**src/hdl/tmrc_pkg.sv**
```systemverilog
// Behaviour
// - Go bit sets channel running bit
// - Halt bit clears running bit, stops count
// - Go initialises counter then starts counting
// - Go bits self-clear once channel enabled
// - Halt bits self-clear once channel stopped
// - Go trigger registers always read zero
// - Halt trigger registers always read zero
// - Reset clears status and trigger registers
// - Low status: bits 0,1 show channels
// - Split mode: upper status bit 1 shows upper
// - Split: low go bit starts lower only
// - Split: upper go starts upper, interval mode
// - Split: low/upper halt bits stop respective halves
// - Bit or byte trigger writes; byte reads
// - One-count restart: reinit, no interrupt
package tmrc_pkg;
  localparam int          ADDR_W            = 20;
  localparam int          DATA_W            = 8;
  localparam int          UNITS             = 3;
  localparam logic [19:0] ADDR_RUN_STATE    = 20'hf01b0;
  localparam logic [19:0] ADDR_RUN_STATE_UP = 20'hf01b1;
  localparam logic [19:0] ADDR_GO_TRIG      = 20'hf01b2;
  localparam logic [19:0] ADDR_GO_TRIG_UP   = 20'hf01b3;
  localparam logic [19:0] ADDR_HALT_TRIG    = 20'hf01b4;
  localparam logic [19:0] ADDR_HALT_TRIG_UP = 20'hf01b5;
  localparam logic [7:0]  REG_RESET         = 8'h00;
  localparam int          BIT_CH0           = 0;
  localparam int          BIT_CH1           = 1;
  localparam int          UNIT_CH0          = 0;
  localparam int          UNIT_CH1_LOW      = 1;
  localparam int          UNIT_CH1_UP       = 2;
  // Mode field: three mode bits of the channel mode register
  localparam logic [2:0]  MODE_INTERVAL     = 3'h0;
  localparam logic [2:0]  MODE_CAPTURE      = 3'h2;
  localparam logic [2:0]  MODE_EVENT        = 3'h3;
  localparam logic [2:0]  MODE_ONE_COUNT    = 3'h4;
  localparam logic [2:0]  MODE_CAP_ONE      = 3'h6;
  // Software wait before go when timer input pin is used
  localparam int          WAIT_FILTER_ON    = 4;
  localparam int          WAIT_FILTER_OFF   = 2;
endpackage

```
**src/hdl/tmrc_unit_if.sv**
```systemverilog
`timescale 1ns/1ps
interface tmrc_unit_if;
  logic go_set;
  logic halt_set;
  logic restart_ok;
  logic run;
  logic init;
  logic restart;
  logic go_pend;
  logic halt_pend;
  modport unit (
    input  go_set,
    input  halt_set,
    input  restart_ok,
    output run,
    output init,
    output restart,
    output go_pend,
    output halt_pend
  );
  modport ctrl (
    output go_set,
    output halt_set,
    output restart_ok,
    input  run,
    input  init,
    input  restart,
    input  go_pend,
    input  halt_pend
  );
endinterface

```
**src/hdl/tmrc_run_unit.sv**
```systemverilog
`timescale 1ns/1ps
module tmrc_run_unit (
  input wire logic clk_sys,
  input wire logic srst,
  tmrc_unit_if.unit u
);
  logic go_reg;
  logic go_next;
  logic halt_reg;
  logic halt_next;
  logic run_reg;
  logic run_next;
  logic init_reg;
  logic init_next;
  logic rst_reg;
  logic rst_next;

  always_comb begin
    go_next   = u.go_set;
    halt_next = u.halt_set;
    run_next  = run_reg;
    init_next = 1'b0;
    rst_next  = 1'b0;
    if (halt_reg) begin
      run_next = 1'b0;
    end else if (go_reg) begin
      if (!run_reg) begin
        run_next  = 1'b1;
        init_next = 1'b1;
      end else if (u.restart_ok) begin
        init_next = 1'b1;
        rst_next  = 1'b1;
      end
    end
  end

  always_ff @(posedge clk_sys) begin
    if (srst) begin
      go_reg   <= 1'b0;
      halt_reg <= 1'b0;
      run_reg  <= 1'b0;
      init_reg <= 1'b0;
      rst_reg  <= 1'b0;
    end else begin
      go_reg   <= go_next;
      halt_reg <= halt_next;
      run_reg  <= run_next;
      init_reg <= init_next;
      rst_reg  <= rst_next;
    end
  end

  assign u.run       = run_reg;
  assign u.init      = init_reg;
  assign u.restart   = rst_reg;
  assign u.go_pend   = go_reg;
  assign u.halt_pend = halt_reg;

  go_sets_run_a: assert property (@(posedge clk_sys) disable iff (srst)
    u.go_set && !u.halt_set ##1 !srst ##0 !halt_reg |=> run_reg)
    else $error("go did not set running bit");
  halt_clears_a: assert property (@(posedge clk_sys) disable iff (srst)
    u.halt_set |=> ##1 !run_reg)
    else $error("halt did not clear running bit");
  init_on_start_a: assert property (@(posedge clk_sys) disable iff (srst)
    !run_reg && $rose(run_reg) == 1'b0 ##1 $rose(run_reg) |-> init_reg)
    else $error("start without counter init");
  go_clears_a: assert property (@(posedge clk_sys) disable iff (srst)
    go_reg && !u.go_set |=> !go_reg)
    else $error("go bit did not self-clear");
  halt_clears_bit_a: assert property (@(posedge clk_sys)
    disable iff (srst)
    halt_reg && !u.halt_set |=> !halt_reg && !run_reg)
    else $error("halt bit did not self-clear");
  reset_clears_a: assert property (@(posedge clk_sys)
    srst |=> !run_reg && !go_reg && !halt_reg && !init_reg)
    else $error("reset left state set");
  restart_init_a: assert property (@(posedge clk_sys) disable iff (srst)
    go_reg && run_reg && !halt_reg && u.restart_ok |=> init_reg && rst_reg)
    else $error("restart did not reinitialise");
  blocked_go_a: assert property (@(posedge clk_sys) disable iff (srst)
    go_reg && run_reg && !u.restart_ok |=> !init_reg && run_reg)
    else $error("blocked go changed state");
endmodule // tmrc_run_unit

```
**src/hdl/tmrc_run_ctrl.sv**
```systemverilog
`timescale 1ns/1ps
module tmrc_run_ctrl (
  input  wire logic                        clk_sys,
  input  wire logic                        srst,
  input  wire logic [tmrc_pkg::ADDR_W-1:0] bus_addr,
  input  wire logic                        bus_wr,
  input  wire logic                        bus_rd,
  input  wire logic [tmrc_pkg::DATA_W-1:0] bus_wdata,
  input  wire logic [tmrc_pkg::DATA_W-1:0] bus_wmask,
  input  wire logic [2:0]                  ch0_mode,
  input  wire logic [2:0]                  ch1_mode,
  input  wire logic [1:0]                  start_option_bit,
  input  wire logic                        split_mode,
  output logic      [tmrc_pkg::DATA_W-1:0] bus_rdata,
  output logic      [tmrc_pkg::UNITS-1:0]  run_enable,
  output logic      [tmrc_pkg::UNITS-1:0]  count_init,
  output logic      [tmrc_pkg::UNITS-1:0]  count_restart
);
  localparam int N = tmrc_pkg::UNITS;

  tmrc_unit_if unit_bus [N] ();

  logic [tmrc_pkg::DATA_W-1:0] wbits;
  logic [N-1:0]                go_set;
  logic [N-1:0]                halt_set;
  logic [N-1:0]                restart_ok;
  logic [N-1:0]                run_w;
  logic [N-1:0]                init_w;
  logic [N-1:0]                rst_w;
  logic [tmrc_pkg::DATA_W-1:0] rdata_reg;
  logic [tmrc_pkg::DATA_W-1:0] rdata_next;
  logic [N-1:0]                run_reg;
  logic [N-1:0]                init_reg;
  logic [N-1:0]                rst_reg;

  // Only bits both written as 1 and selected by the mask act
  assign wbits = bus_wdata & bus_wmask;

  function automatic logic restart_allowed(input logic [2:0] mode,
                                           input logic       opt);
    logic ok;
    ok = 1'b1;
    if (mode == tmrc_pkg::MODE_CAP_ONE) begin
      ok = 1'b0;
    end else if (mode == tmrc_pkg::MODE_ONE_COUNT) begin
      ok = opt;
    end
    return ok;
  endfunction

  always_comb begin
    go_set     = '0;
    halt_set   = '0;
    restart_ok = '0;
    if (bus_wr) begin
      case (bus_addr)
        tmrc_pkg::ADDR_GO_TRIG: begin
          go_set[tmrc_pkg::UNIT_CH0]     = wbits[tmrc_pkg::BIT_CH0];
          go_set[tmrc_pkg::UNIT_CH1_LOW] = wbits[tmrc_pkg::BIT_CH1];
        end
        tmrc_pkg::ADDR_GO_TRIG_UP: begin
          go_set[tmrc_pkg::UNIT_CH1_UP] = split_mode &
                                          wbits[tmrc_pkg::BIT_CH1];
        end
        tmrc_pkg::ADDR_HALT_TRIG: begin
          halt_set[tmrc_pkg::UNIT_CH0]     = wbits[tmrc_pkg::BIT_CH0];
          halt_set[tmrc_pkg::UNIT_CH1_LOW] = wbits[tmrc_pkg::BIT_CH1];
        end
        tmrc_pkg::ADDR_HALT_TRIG_UP: begin
          halt_set[tmrc_pkg::UNIT_CH1_UP] = wbits[tmrc_pkg::BIT_CH1];
        end
        default: begin
          go_set = '0;
        end
      endcase
    end
    restart_ok[tmrc_pkg::UNIT_CH0] =
      restart_allowed(ch0_mode, start_option_bit[tmrc_pkg::BIT_CH0]);
    restart_ok[tmrc_pkg::UNIT_CH1_LOW] =
      restart_allowed(ch1_mode, start_option_bit[tmrc_pkg::BIT_CH1]);
    // Upper half always counts as an interval timer
    restart_ok[tmrc_pkg::UNIT_CH1_UP] =
      restart_allowed(tmrc_pkg::MODE_INTERVAL, 1'b0);
  end

  genvar g;
  generate
    for (g = 0; g < N; g++) begin : g_unit
      assign unit_bus[g].go_set     = go_set[g];
      assign unit_bus[g].halt_set   = halt_set[g];
      assign unit_bus[g].restart_ok = restart_ok[g];
      assign run_w[g]               = unit_bus[g].run;
      assign init_w[g]              = unit_bus[g].init;
      assign rst_w[g]               = unit_bus[g].restart;
      tmrc_run_unit u_unit (
        .clk_sys (clk_sys),
        .srst    (srst),
        .u       (unit_bus[g])
      );
    end
  endgenerate

  always_comb begin
    rdata_next = tmrc_pkg::REG_RESET;
    if (bus_rd) begin
      case (bus_addr)
        tmrc_pkg::ADDR_RUN_STATE: begin
          rdata_next[tmrc_pkg::BIT_CH0] = run_w[tmrc_pkg::UNIT_CH0];
          rdata_next[tmrc_pkg::BIT_CH1] = run_w[tmrc_pkg::UNIT_CH1_LOW];
        end
        tmrc_pkg::ADDR_RUN_STATE_UP: begin
          rdata_next[tmrc_pkg::BIT_CH1] = run_w[tmrc_pkg::UNIT_CH1_UP];
        end
        default: begin
          // Trigger registers and unmapped addresses read zero
          rdata_next = tmrc_pkg::REG_RESET;
        end
      endcase
    end
  end

  always_ff @(posedge clk_sys) begin
    if (srst) begin
      rdata_reg <= tmrc_pkg::REG_RESET;
      run_reg   <= '0;
      init_reg  <= '0;
      rst_reg   <= '0;
    end else begin
      rdata_reg <= rdata_next;
      run_reg   <= run_w;
      init_reg  <= init_w;
      rst_reg   <= rst_w;
    end
  end

  assign bus_rdata     = rdata_reg;
  assign run_enable    = run_reg;
  assign count_init    = init_reg;
  assign count_restart = rst_reg;

  trig_read_zero_a: assert property (@(posedge clk_sys) disable iff (srst)
    bus_rd && (bus_addr == tmrc_pkg::ADDR_GO_TRIG ||
               bus_addr == tmrc_pkg::ADDR_GO_TRIG_UP) |=> bus_rdata == 8'h00)
    else $error("go trigger read not zero");
  halt_read_zero_a: assert property (@(posedge clk_sys) disable iff (srst)
    bus_rd && (bus_addr == tmrc_pkg::ADDR_HALT_TRIG ||
               bus_addr == tmrc_pkg::ADDR_HALT_TRIG_UP) |=> bus_rdata == 8'h00)
    else $error("halt trigger read not zero");
  status_read_a: assert property (@(posedge clk_sys) disable iff (srst)
    bus_rd && bus_addr == tmrc_pkg::ADDR_RUN_STATE |=>
      bus_rdata == {6'h00, $past(run_w[1]), $past(run_w[0])})
    else $error("status read mismatch");
  upper_read_a: assert property (@(posedge clk_sys) disable iff (srst)
    bus_rd && bus_addr == tmrc_pkg::ADDR_RUN_STATE_UP |=>
      bus_rdata == {6'h00, $past(run_w[2]), 1'b0})
    else $error("upper status read mismatch");
  upper_go_split_a: assert property (@(posedge clk_sys) disable iff (srst)
    bus_wr && bus_addr == tmrc_pkg::ADDR_GO_TRIG_UP && !split_mode
      |-> !go_set[tmrc_pkg::UNIT_CH1_UP])
    else $error("upper go accepted outside split mode");
  start_out_a: assert property (@(posedge clk_sys) disable iff (srst)
    $rose(run_enable[0]) |-> count_init[0])
    else $error("run enable without counter init");
endmodule // tmrc_run_ctrl

```
**config.mk**
```make
export PLATFORM = sky130hd
export DESIGN_NAME = tmrc_run_ctrl
export DESIGN_NICKNAME = d
export VERILOG_FILES = /design/src/hdl/tmrc_pkg.sv /design/src/hdl/tmrc_unit_if.sv /design/src/hdl/tmrc_run_unit.sv /design/src/hdl/tmrc_run_ctrl.sv
export SDC_FILE = /design/constraint.sdc
export NUM_CORES = 1
export LEC_CHECK = 0
export ABC_CLOCK_PERIOD_IN_PS = 1150
export BUFFER_PORTS_ARGS = -buffer_cell sky130_fd_sc_hd__buf_2
export CORE_MARGIN = 5
export CORE_UTILIZATION = 40
export CTS_CLUSTER_SIZE = 8
export DETAILED_ROUTE_END_ITERATION = 16
export GPL_ROUTABILITY_DRIVEN = 1
export PLACE_DENSITY = 0.83
export SYNTH_ARGS = -nofsm -noshare
export SYNTH_HDL_FRONTEND = slang
export SYNTH_HIERARCHICAL = 1
export SYNTH_SLANG_ARGS = --single-unit
```
**constraint.sdc**
```tcl
create_clock -name clk_sys -period 1.15 [get_ports clk_sys]
set_input_delay 0.0575 -clock clk_sys [delete_from_list [all_inputs] [get_ports clk_sys]]
set_output_delay 0.0575 -clock clk_sys [all_outputs]
set_load 0.02 [all_outputs]
```
Word-level counts from Yosys, hierarchy flattened. Cells that the tools add are included.

Bitwise operators: 14. Muxes and demuxes: 11. $lt $le $gt $ge: 0. Multipliers: 0. $add $sub $neg: 0. Div/mod/pow operators: 0. Eq/ne operators: 10. Reductions and logical operators: 14. Shifts and indexed selects: 0.

Operators by type and width (number): 20-bit equality test, second input constant (6); 3-bit OR reduction (8); 3-bit equality test, second input constant (4); 1-bit inverter (12); 1-bit 2-to-1 mux (10); 2-bit OR reduction (4); 4-bit OR reduction (2); 2-bit bitwise AND (1); 1-bit one-hot mux with 2 select lines (1); 1-bit bitwise AND (1).

Memories: 0. Memory bits (read-only): 0. Output and inout bits: 17. Bits in writable memories: 0. Bits in registers: 32. Bits in latches: 0. Word-level logic and storage cells: 70.

Depth between registers and ports, before layout.
Depth in word-level cells: 5. Depth in mapped cells: 4. Depth with buffers taken out: 4.

By module. The synthesis kept the hierarchy.

Modules (own cells, without submodules): tmrc_run_ctrl (cells each 60, times used 1, area each 549.3 um^2, sequential area each 220.2 um^2); tmrc_run_unit (cells each 12, times used 3, area each 151.4 um^2, sequential area each 100.1 um^2).

Worst setup path after synthesis. OpenSTA, ideal clock, no wires.

Path type: input to register. From: input bus_addr[10] in the netlist's numbering. To: register g_unit[0].u_unit.halt_reg. Buffers on the path: 0. Path slack: 0.199 ns. Cell stages on the path: 4. Arrival time: 0.893 ns. Cells stage by stage: nor4b_4 nand3b_2 nor4_1 and2b_1.

Cells in the longest elaborated chain, start to end: 3.

RTL lines: start, declared (line tmrc_run_ctrl.sv:5) `input wire logic [tmrc_pkg::ADDR_W-1:0] bus_addr,`; 20-bit equality test (line tmrc_run_ctrl.sv:56) `case (bus_addr)`; 1-bit inverter (no line); 3-bit OR reduction (no line); end signal, assigned (line tmrc_run_unit.sv:46) `halt_reg <= halt_next;`; end, declared (line tmrc_run_unit.sv:9) `logic halt_reg;`.

Every way passes these cells. A chain may end at the register's enable or synchronous reset.

Final worst setup path.
From: register rst_reg[0], in the netlist count_restart[0]. To: output count_restart[0] in the netlist's numbering.

RTL lines: start, declared (line tmrc_run_ctrl.sv:34) `logic [N-1:0] rst_reg;`; start signal, assigned (line tmrc_run_ctrl.sv:132) `rst_reg <= rst_w;`; end, declared (line tmrc_run_ctrl.sv:17) `output logic [tmrc_pkg::UNITS-1:0] count_restart`.

No word-level cell between the ends.

==> metrics.md <==
| Metric | Value |
|---|---|
| Via count | `813` |
| Post-synthesis sequential area ratio | `between 50% and 60%` |
| Max incr delay on CP | `approximately 330 ps` |
| CP cell instances | `buf_2` |
| Routed WL | `between 1.5 and 2 mm` |
| Post-CTS Setup Bufs | `0` |
| Final net count | `198` |
| Largest net degree at the start of global routing | `21` |
| Hold Fails Final Rpt | `0` |
| I/O pins | `66` |
| Critical path's slowest cell | `dfxtp_1` |
| Post-Syn Area | `about 1000 sq um` |
| Initial antenna violation count | `0` |
| Post-route ant nets | `0` |
| Area after DPL | `about 1300 sq um` |
| First DRT Iteration DRCs | `11` |
| Yosys warnings | `6` |
| RSZ-0062 raised after global routing | `false` |
| Share of layout cells above drive strength 1 | `a little over two fifths` |
| Outcome | `completed` |
| Fin util | `53.5%` |
| Wire per inst | `10.6 um` |
| Nature of the critical path endpoint | `output pin` |
| Die area | `3610 sq um` |
| FMAX | `around 1.2 GHz` |
| Worst-path clk slew | `120 ps` |
| HP Class | `input port to flip-flop` |
| Worst EP required | `1090 ps` |
| Pins Over Slew Limit | `0` |
| Yosys cell types | `26` |
| Peak supply drop | `667 uV` |
| Lkg Pwr | `approximately 0.63 nW` |
| Max cap viols | `0` |
| Area share of the largest cell type after synthesis | `between 50% and 60%` |
| H-tree depth | `1` |
| Dpl ws | `-4.55 ps` |
| Pwr/cell area | `1130 nW/um^2` |
| Post-Layout Cell Count | `between 150 and 200` |
| Total track usage | `10.5%` |
| Via-per-instance ratio | `4.57` |
| # placed instances | `between 150 and 200` |
| Yosys top cell by area | `dfxtp_1` |
| Tightest hold margin | `94.0 ps` |
| DPL Wire Length | `1.61 mm` |
| Core footprint | `roughly 2400 sq um` |
| First-pass GRT wire length | `2.94 mm` |
| Chip Width | `60.1 um` |
| Post-CTS Hold Fix Bufs | `0` |
| P&R area growth vs syn | `29.7%` |
| CTS Buffer Depth | `2` |
| Mapped Cells | `96` |
| Mapped Avg Cell Area | `10.5 sq um` |
| Port bufs | `47` |
| Critical path buffers and inverters | `1` |
| Initial Utilization | `41.3%` |
| Clock sink count | `26` |
| GPL Wtd Cong | `0.687` |
| Diode count | `0` |
| Worst-path fanout max | `1` |
| Synth Register Bits | `26` |
| Clk_lat worst skew | `310 ps` |
| Worst path arrival time | `790 ps` |
| Grt ovf | `0` |
| Root Buffer | `clkbuf_4` |
| Die height | `60.1 um` |
| Clk_skew | `0.603 ps` |
| Startpoint types | `flip-flop` |
| Pre-antenna DRT Iters | `4` |
| CTS tree | `built` |
| Resize count post-CTS | `0` |
| Final setup margin | `304 ps` |
| Worst Path Class, Setup | `flip-flop to output pin` |
| DRC violations left | `0` |
| Top cells by area, synth | `dfxtp_1 (52%), nor2b_1 (5.6%), and2b_1 (4.5%)` |
| Number of global-route vias before repair | `757` |
| Number of cell rows | `18` |
| Final Setup Violations | `0` |
| Design area | `between 1000 and 1500 sq um` |
| Post-route clock period utilization | `73.5%` |
| Final Critical Period | `846 ps` |
| CP delay by family, top | `flip-flops` |
| Total CTS buffers | `3` |
-- cell type report --
class	count	area, sq um
tap	30	37.5
sequential	26	520
timing repair buffer	49	250
fill	229	1130
clock buffer	4	36.3
inverter	2	7.51
multi-input combinational	67	449
-- metrics by stage --
| stage | total power (W) | setup TNS, ps |
|---|---|---|
| floorplan | 0.000990 | 0 |
| global placement | 0.00105 | 0 |
| detailed placement | 0.00105 | -4.55 |
| CTS | 0.00148 | 0 |
| global route | 0.00153 | 0 |
| finish | 0.00146 | 0 |
-- synth_stat cells --
cell	count
and4bb_2	1
nand3b_1	2
nor4b_4	1
and4_1	3
buf_4	6
nor3b_2	1
nand4_1	3
o21a_1	3
and4b_1	1
and2b_1	6
nor4_1	5
and3_2	3
nor2_2	3
nand2_1	3
nor2_1	2
nand3b_2	1
dfxtp_1	26
clkbuf_1	1
nor2b_1	9
nand3_1	2
nor3b_1	1
nand2b_1	5
nor3_1	3
conb_1	2
mux2i_1	1
inv_1	2
-- per-layer routing --
| layer | GRT usage, % | routed length, um |
|---|---|---|
| met1 | 12.0 | 785 |
| met2 | 18.2 | 837 |
| met3 | 2.59 | 228 |
| met4 | 5.06 | 31 |
| met5 | 0 | 0 |
-- path summary, 6_finish.rpt --
kind | from | depth (start not counted) | slack (ps) | end
setup reg to reg | g_unit[2].u_unit/u.run | 2 | 320 | bus_rdata[1]
hold reg to reg | g_unit[0].u_unit/u.init | 1 | 450 | count_init[0]
hold / removal | bus_addr[11] | 4 | 90 | bus_rdata[0]
setup / recovery | count_restart[0] | 1 | 300 | count_restart[0]
-- power breakdown --
part             switching [W]  internal (W)  total, W
logic                0.0000635     0.0000662  0.000130
clock network         0.000241      0.000193  0.000435
registers      0.0000000000308      0.000900  0.000900
total                 0.000305       0.00116   0.00146
-- cells in the final DEF (no fill, tap or decap) --
master / n
nor2_1: 2
nand3b_2: 1
nand3b_1: 2
o21a_1: 3
conb_1: 8
nand2b_1: 5
nor3_1: 3
clkbuf_4: 3
dfxtp_1: 26
nand2_1: 3
nor3b_1: 1
and2b_1: 6
buf_4: 2
nor4b_4: 1
and3_2: 3
nand3_1: 2
mux2i_1: 1
nor2_2: 3
nor2b_1: 9
and4bb_2: 1
and4b_1: 1
inv_1: 2
nor3b_2: 1
nor4_1: 5
clkbuf_8: 1
buf_2: 47
nand4_1: 3
and4_1: 3
-- kinds of logic after synthesis --
logic type	Yosys count	synth area share, %
buffers and inverters	9	5.61
other	2	0.748
and+or+nand+nor	55	38.5
AOI/OAI and AO/OA	3	2.24
DFF	26	51.9
muxes	1	0.998
Note: power is estimated with default switching activity, not from simulation.
